File: config.mk
export PLATFORM = sky130hd
export DESIGN_NAME = btt_unit
export DESIGN_NICKNAME = d
export VERILOG_FILES = /design/src/include/btt_pkg.sv /design/src/design/btt_fifo.sv /design/src/design/btt_unit.sv
export SDC_FILE = /design/constraint.sdc
export NUM_CORES = 1
export LEC_CHECK = 0
export ABC_CLOCK_PERIOD_IN_PS = 3500
export BUFFER_PORTS_ARGS = -buffer_cell sky130_fd_sc_hd__buf_2
export CAP_MARGIN = 20
export CORE_MARGIN = 8
export CORE_UTILIZATION = 55
export CTS_BUF_LIST = sky130_fd_sc_hd__clkbuf_2
export DETAILED_ROUTE_END_ITERATION = 10
export HOLD_SLACK_MARGIN = 0.06
export PLACE_DENSITY = 0.86
export SLEW_MARGIN = 25
export SYNTH_ARGS = -nofsm -noshare
export SYNTH_HDL_FRONTEND = slang
export SYNTH_SLANG_ARGS = --single-unit
export TNS_END_PERCENT = 50
File: constraint.sdc
create_clock -name CLK -period 3.5 [get_ports CLK]
set_input_delay 0.7 -clock CLK [delete_from_list [all_inputs] [get_ports CLK]]
set_output_delay 0.7 -clock CLK [all_outputs]
set_load 0.005 [all_outputs]
File: src/include/btt_pkg.sv
package btt_pkg;
  // Bus widths of the observed processor buses
  localparam int ADDR_W = 16;
  localparam int DATA_W = 8;
  // Capture buffer depth, eight words
  localparam int DEPTH = 8;
  localparam int PTR_W = 3;
  localparam int CNT_W = 4;
  // Reset values
  localparam logic [ADDR_W-1:0] CMP_RESET = 16'h0000;
  localparam logic [CNT_W-1:0] CNT_RESET = 4'h0;
  // Trigger modes; the nine documented selections
  typedef enum logic [3:0] {
    MODE_A_ONLY,
    MODE_A_OR_B,
    MODE_A_THEN_B,
    MODE_A_AND_B_DATA,
    MODE_A_AND_NOT_B_DATA,
    MODE_EVENT_B,
    MODE_A_THEN_EVENT_B,
    MODE_INSIDE,
    MODE_OUTSIDE
  } btt_mode_t;
  // One observed bus access
  typedef struct packed {
    logic valid;
    logic [ADDR_W-1:0] addr;
    logic [DATA_W-1:0] data;
    logic cof;
  } btt_access_t;
  // Control from the background debug controller
  typedef struct packed {
    logic arm;
    btt_mode_t mode;
    logic [ADDR_W-1:0] cmp_a;
    logic [ADDR_W-1:0] cmp_b;
    logic b_on_data;
  } btt_ctrl_t;
  // One captured buffer word: address or data
  typedef struct packed {
    logic is_data;
    logic [ADDR_W-1:0] word;
  } btt_entry_t;
endpackage : btt_pkg

File: src/design/btt_fifo.sv
`timescale 1ns/1ps
`default_nettype none
// Eight-word capture buffer, oldest entry out first
module btt_fifo (
  input wire logic clk,
  input wire logic arst_n,
  input wire logic ce,
  input wire logic clear,
  input wire logic push,
  input wire btt_pkg::btt_entry_t push_data,
  input wire logic pop,
  output btt_pkg::btt_entry_t head,
  output logic empty,
  output logic full,
  output logic [btt_pkg::CNT_W-1:0] count
);
  import btt_pkg::*;

  btt_entry_t mem [DEPTH]; // Storage array
  logic [PTR_W-1:0] wr_ptr; // Next free slot
  logic [PTR_W-1:0] rd_ptr; // Oldest entry
  logic [PTR_W-1:0] next_wr_ptr;
  logic [PTR_W-1:0] next_rd_ptr;
  logic [CNT_W-1:0] next_count;
  logic do_push;
  logic do_pop;

  // Push is dropped when full so the oldest entries survive
  always_comb begin
    do_push = push && (count != CNT_W'(DEPTH));
    do_pop = pop && (count != CNT_RESET);
    next_wr_ptr = wr_ptr;
    next_rd_ptr = rd_ptr;
    next_count = count;
    if (clear) begin
      next_wr_ptr = '0;
      next_rd_ptr = '0;
      next_count = CNT_RESET;
    end else begin
      if (do_push) begin
        next_wr_ptr = wr_ptr + PTR_W'(1);
      end
      if (do_pop) begin
        next_rd_ptr = rd_ptr + PTR_W'(1);
      end
      next_count = count + CNT_W'(do_push) - CNT_W'(do_pop);
    end
  end

  // Pointer and count registers
  always_ff @(posedge clk or negedge arst_n) begin
    if (!arst_n) begin
      wr_ptr <= '0;
      rd_ptr <= '0;
      count <= CNT_RESET;
    end else if (ce) begin
      wr_ptr <= next_wr_ptr;
      rd_ptr <= next_rd_ptr;
      count <= next_count;
    end
  end

  // Storage write; no reset needed for the array
  always_ff @(posedge clk) begin
    if (ce && do_push && !clear) begin
      mem[wr_ptr] <= push_data;
    end
  end

  assign head = mem[rd_ptr];
  assign empty = (count == CNT_RESET);
  assign full = (count == CNT_W'(DEPTH));
endmodule : btt_fifo
`default_nettype wire

File: src/design/btt_unit.sv
// Contract
// - two comparators and eight-word capture buffer
// - A on address; B address or data
// - nine modes pick trigger and capture kind
// - A only: address equals A
// - A or B: address equals either; the code compares data with B when b_on_data is set
// - A then B: B after A
// - address A and data equals B
// - address A and data differs B
// - event B: store data each B hit
// - event B data only after A hit
// - inside range: A to B inclusive
// - outside range: below A or above B
// - flow capture stores only flow breaks
// - capture never stalls the processor
// - buffer readable through debug controller
// - host uses single dedicated debug pin
`timescale 1ns/1ps
`default_nettype none
module btt_unit (
  input wire logic CLK,
  input wire logic ARST_N,
  input wire logic CE,
  input wire btt_pkg::btt_access_t BUS,
  input wire btt_pkg::btt_ctrl_t CTRL,
  input wire logic READ_REQ,
  output btt_pkg::btt_entry_t READ_DATA,
  output logic READ_VALID,
  output logic TRIGGERED,
  output logic ARMED,
  output logic FULL,
  output logic [btt_pkg::CNT_W-1:0] COUNT
);
  import btt_pkg::*;

  // Comparator outputs
  logic hit_a;
  logic hit_b_addr;
  logic hit_b_data;
  logic hit_b;
  logic in_range;
  // Sequence and trigger state
  logic seen_a; // A has matched first
  logic next_seen_a;
  logic trig; // Trigger has fired
  logic next_trig;
  logic next_armed;
  logic fire; // Trigger condition this access
  logic data_mode; // Event-only modes store data
  logic arm_q; // Previous arm level
  logic arm_rise;
  // Buffer interface
  logic push;
  btt_entry_t push_data;
  logic pop;
  logic fifo_empty;
  btt_entry_t fifo_head;
  btt_entry_t next_read_data;
  logic next_read_valid;

  // Address matches one-to-one; B follows its address/data select
  function automatic logic eq_addr(input logic [ADDR_W-1:0] a, input logic [ADDR_W-1:0] b);
    eq_addr = (a == b);
  endfunction : eq_addr

  // Comparators, pure combinational so observing adds no wait states
  always_comb begin
    hit_a = BUS.valid && eq_addr(BUS.addr, CTRL.cmp_a);
    hit_b_addr = BUS.valid && eq_addr(BUS.addr, CTRL.cmp_b);
    hit_b_data = BUS.valid && (BUS.data == CTRL.cmp_b[DATA_W-1:0]);
    hit_b = CTRL.b_on_data ? hit_b_data : hit_b_addr;
    in_range = BUS.valid && (BUS.addr >= CTRL.cmp_a) && (BUS.addr <= CTRL.cmp_b);
  end

  // Mode decode of the trigger condition
  always_comb begin
    fire = 1'b0;
    data_mode = 1'b0;
    case (CTRL.mode)
      MODE_A_ONLY: begin
        fire = hit_a;
      end
      MODE_A_OR_B: begin
        // B follows its address/data select here; the bench keeps it on address
        fire = hit_a || hit_b;
      end
      MODE_A_THEN_B: begin
        fire = seen_a && hit_b_addr;
      end
      MODE_A_AND_B_DATA: begin
        fire = hit_a && hit_b_data;
      end
      MODE_A_AND_NOT_B_DATA: begin
        fire = hit_a && !hit_b_data;
      end
      MODE_EVENT_B: begin
        fire = hit_b_addr;
        data_mode = 1'b1;
      end
      MODE_A_THEN_EVENT_B: begin
        fire = seen_a && hit_b_addr;
        data_mode = 1'b1;
      end
      MODE_INSIDE: begin
        fire = in_range;
      end
      MODE_OUTSIDE: begin
        // Strictly below A or above B
        fire = BUS.valid && !in_range;
      end
      default: begin
        fire = 1'b0;
      end
    endcase
  end

  // Sequence and trigger next state; rearm restarts everything
  always_comb begin
    arm_rise = CTRL.arm && !arm_q;
    next_armed = CTRL.arm;
    next_seen_a = seen_a;
    next_trig = trig;
    if (arm_rise || !CTRL.arm) begin
      next_seen_a = 1'b0;
      next_trig = 1'b0;
    end else begin
      if (hit_a) begin
        next_seen_a = 1'b1;
      end
      if (fire) begin
        next_trig = 1'b1;
      end
    end
  end

  // Capture decision: data modes store each event, flow modes store breaks
  always_comb begin
    push = 1'b0;
    push_data = '0;
    if (ARMED && CTRL.arm && !arm_rise) begin
      if (data_mode) begin
        push = fire;
        push_data.is_data = 1'b1;
        push_data.word = {{(ADDR_W-DATA_W){1'b0}}, BUS.data};
      end else begin
        // Flow mode records from the triggering access onward, on flow breaks only
        push = (trig || fire) && BUS.valid && BUS.cof;
        push_data.is_data = 1'b0;
        push_data.word = BUS.addr;
      end
    end
  end

  // Read port: one-cycle answer with the oldest entry, which is removed
  always_comb begin
    pop = READ_REQ && !fifo_empty;
    next_read_valid = pop;
    next_read_data = pop ? fifo_head : READ_DATA;
  end

  // State registers; CE freezes all of it
  always_ff @(posedge CLK or negedge ARST_N) begin
    if (!ARST_N) begin
      seen_a <= 1'b0;
      trig <= 1'b0;
      ARMED <= 1'b0;
      arm_q <= 1'b0;
      READ_VALID <= 1'b0;
      READ_DATA <= '0;
    end else if (CE) begin
      seen_a <= next_seen_a;
      trig <= next_trig;
      ARMED <= next_armed;
      arm_q <= CTRL.arm;
      READ_VALID <= next_read_valid;
      READ_DATA <= next_read_data;
    end
  end

  assign TRIGGERED = trig;

  // Buffer, cleared on rearm; pushes never back-pressure the bus
  btt_fifo u_fifo (
    .clk(CLK),
    .arst_n(ARST_N),
    .ce(CE),
    .clear(arm_rise),
    .push(push),
    .push_data(push_data),
    .pop(pop),
    .head(fifo_head),
    .empty(fifo_empty),
    .full(FULL),
    .count(COUNT)
  );
endmodule : btt_unit
`default_nettype wire

==> summary.txt <==
Die
  – Core Box Area: 14300 um^2
  – Die Ht: roughly 140 um
  – # IOs: between 90 and 100
  – Die area: 18500 um^2
  – Initial Util: 0.554
  – Die width: between 100 and 150 um
  – # rows: 44

Finish
  – Antenna cells: 0
  – Final-stage net count: 759
  – Design Area, Final: approximately 9100 um^2
  – Area Growth Syn to Fin: 14.6%
  – Number of fill cells: approximately 1100
  – Finished Layout Cells: between 800 and 900
  – Share of layout cells above drive strength 1: 0.308

Worst setup path
  – Worst Path Arrival: about 3300 ps
  – Critical path class: input port to flip-flop
  – Setup crit end: u_fifo.mem[3][5]$_DFFE_PP_
  – Internal reg-to-reg setup slack: 1000 ps
  – R2R Path End: u_fifo.mem[2][5]$_DFFE_PP_
  – Data required, critical path: roughly 4000 ps
  – Cell count of the worst reg-to-reg path: 9
  – Critical Path Start Type: input port
  – Crit path launch: CTRL[4]
  – Worst flop-to-flop path startpoint: seen_a$_DFFE_PN0P_
  – CP Capture Type: flip-flop
  – Worst-path maximum fanout: 6

Logic synthesis
  – FF+latch count, synth: 167
  – Post-Synthesis Cell Area: around 7900 um^2
  – EDFF count, synth: between 100 and 150
  – Sequential area share after synthesis: 0.613
  – Most used DFF post-synth: edfxtp_1
  – Synth warnings: 0
  – Syn nets: approximately 640
  – Mapped Cells: about 530
  – Syn Area/Cell: between 10 and 15 um^2
  – Async S/R FF share, synth: 0.186
  – Post-synth cell types: 63

GRT
  – Antenna violations before repair: 0
  – GR Util All Layers: 0.194
  – Vias in the first global route: 5356
  – Gr ovfl total: 0
  – Global-route wire length before repair: ~28000 um
  – Largest net degree at the start of global routing: 36

CTS
  – CTS tree: built
  – CTS Buffer Depth: 2
  – Clock transition at path regs: approximately 270 ps
  – Post-CTS Setup Bufs: 0
  – TritonCTS Buffers: 17
  – H-Tree Depth: 4
  – Clock sink count: about 170
  – CTS Root Buffer Type: clkbuf_2
  – Worst-Skew Late Latency: around 750 ps

Timing
  – Worst Tran Pin Value: roughly 750 ps
  – Max Slew Vio Count: 0
  – Max frequency: around 360 MHz
  – Tmin final: ~2800 ps
  – Clock skew: approximately 30 ps
  – Max transition margin: 0.503
  – Fin crit share: 0.795
  – RSZ-0062 raised after global routing: false
  – Fin. Hold Viols: 0
  – Final setup vio count: 0

Power
  – PD cells: 536 nW/um^2
  – Pleak: 3.57 nW
  – Worst IR drop on VDD: ~0.26 mV

Routing
  – DRT Pass-1 Iters: 5
  – Initial drt markers: between 300 and 400
  – WL final: 17100 um
  – DRC viols: 0
  – Drt via density: between 5 and 6
  – Total number of vias: 4936
  – DRT antenna net count: 0
  – DR WL/cell: a little over 20 um

Placement
  – Dpl cells: approximately 810
  – Port Buffer Count: 92
  – GPL Wtd Cong: between 0.8 and 0.9
  – HPWL after DPL: roughly 12000 um
  – DP Area: slightly below 9000 um^2

Hold path
  – Worst Hold Class: input port to flip-flop

Status
  – Outcome: finished clean

Run
  – Total of max-cap violations: 0
through the flow:
step	setup WS (ps)	util	power (mW)	TNS, ps	hold WS (ps)
after detailed placement	-36.4	0.615	3.90	-633	469
after global placement	-15.3	0.615	3.82	-149	458
final	718	0.635	4.87	0	228
after floorplan	-255	-	3.45	-10440	404
after CTS	802	0.635	4.92	0	151
after global routing	658	0.635	5.14	0	165
worst max-delay path, stage by stage:
cell and delay (ps):
buf_2 100, inv_1 40, ha_1 310, nand4_1 140, or4_4 550, o32ai_2 280, a32oi_2 100, buf_4 170
o311ai_2 150, o31ai_4 170, nor3_2 310, buf_4 230
sequential cells by signal, summed over array words and instances (netlist names):
name and count:
u_fifo.mem 136, READ_DATA 17, u_fifo.count 4, u_fifo.rd_ptr 3, u_fifo.wr_ptr 3, READ_VALID 1, TRIGGERED 1, arm_q 1
seen_a 1
cell families (layout without fill, tap and decap cells):
kind of cell	after synthesis	count (layout)	share of synthesized area
flip-flops	167	167	0.613
buffers and inverters	66	195	0.0320
multiplexers	61	61	0.131
adder cells (fa/ha/maj)	41	41	0.0656
XOR/XNOR	11	11	0.0121
AO/OA/AOI/OAI	76	76	0.0701
AND/OR/NAND/NOR	112	112	0.0764
power breakdown:
| part | internal [mW] | switching (mW) |
|---|---|---|
| clock | 0.248 | 0.778 |
| combinational | 0.714 | 0.690 |
| sequential | 2.29 | 0.155 |
layout by cell type, fill, tap and decap left out, drive strengths merged, types with 2 or more instances in the layout:
cell type,synthesis,layout
o221ai,2,2
and2,2,2
clkbuf,13,17
nor2b,3,3
o21ai,26,26
o21a,3,3
o22ai,3,3
clkinv,0,7
buf,7,116
a311oi,2,2
mux4,34,34
nand4,8,8
ha,40,40
nand2,41,41
a21oi,16,16
or4,2,2
o31ai,3,3
mux2,2,2
xnor2,10,10
a21boi,2,2
nand3,10,10
nand2b,4,4
a2bb2oi,3,3
a31oi,3,3
o211ai,2,2
edfxtp,136,136
and4,2,2
inv,46,53
nor3,6,6
mux2i,25,25
dfrtp,31,31
and3,9,9
nor4,3,3
and3b,2,2
nor2,16,16
o311ai,2,2
synth_stat cells (4+ instances only):
library cell | number | area, um^2
nor2_1 | 15 | 56.3
edfxtp_1 | 136 | 4080
nand3_1 | 10 | 50.1
inv_1 | 46 | 173
nand2b_1 | 4 | 25.0
mux2i_1 | 25 | 250
a21oi_1 | 16 | 80.1
nand4_1 | 6 | 37.5
clkbuf_1 | 13 | 48.8
ha_1 | 40 | 500
dfrtp_1 | 31 | 776
and3_1 | 9 | 56.3
buf_2 | 5 | 25.0
nand2_1 | 41 | 154
xnor2_1 | 10 | 87.6
mux4_2 | 34 | 766
o21ai_0 | 25 | 125
routing by layer:
metal | GRT usage | wire [um] | share of wire | up-vias
met5 | 0 | 0 | 0 | -
met4 | 0.0781 | 318 | 0.019 | 0
met3 | 0.0388 | 1040 | 0.061 | 26
met2 | 0.334 | 8800 | 0.51 | 211
met1 | 0.233 | 6930 | 0.41 | 2412
li1 | - | - | - | 2287
final cells by class:
class                           instances  area (um^2)  share of cell area
Sequential cell                       167         4860               0.535
Tap cell                              184          230              0.0253
Multi-Input combinational cell        301         2830               0.311
Timing Repair Buffer                  117          726              0.0799
Clock buffer                           17         85.1             0.00936
Inverter                               46          173              0.0190
Clock inverter                         15          183              0.0201
timing repair:
item,4_1_cts,5_1_grt
endpoints found under the hold margin,31,0
hold buffers,1,0
gates resized for setup,0,0
worst min-delay path by stage:
stage,start,to,depth (start not counted)
2_1_floorplan,ARST_N,READ_DATA[0]$_DFFE_PN0P_,0
3_3_place_gp,READ_DATA[5]$_DFFE_PN0P_,READ_DATA[5]$_DFFE_PN0P_,2
3_5_place_dp,READ_DATA[9]$_DFFE_PN0P_,READ_DATA[9]$_DFFE_PN0P_,2
4_1_cts,CTRL[37],arm_q$_DFFE_PN0P_,2
5_1_grt,CTRL[37],arm_q$_DFFE_PN0P_,2
6_report,CTRL[37],arm_q$_DFFE_PN0P_,2
No activity file was read; power rests on OpenSTA's default activity.
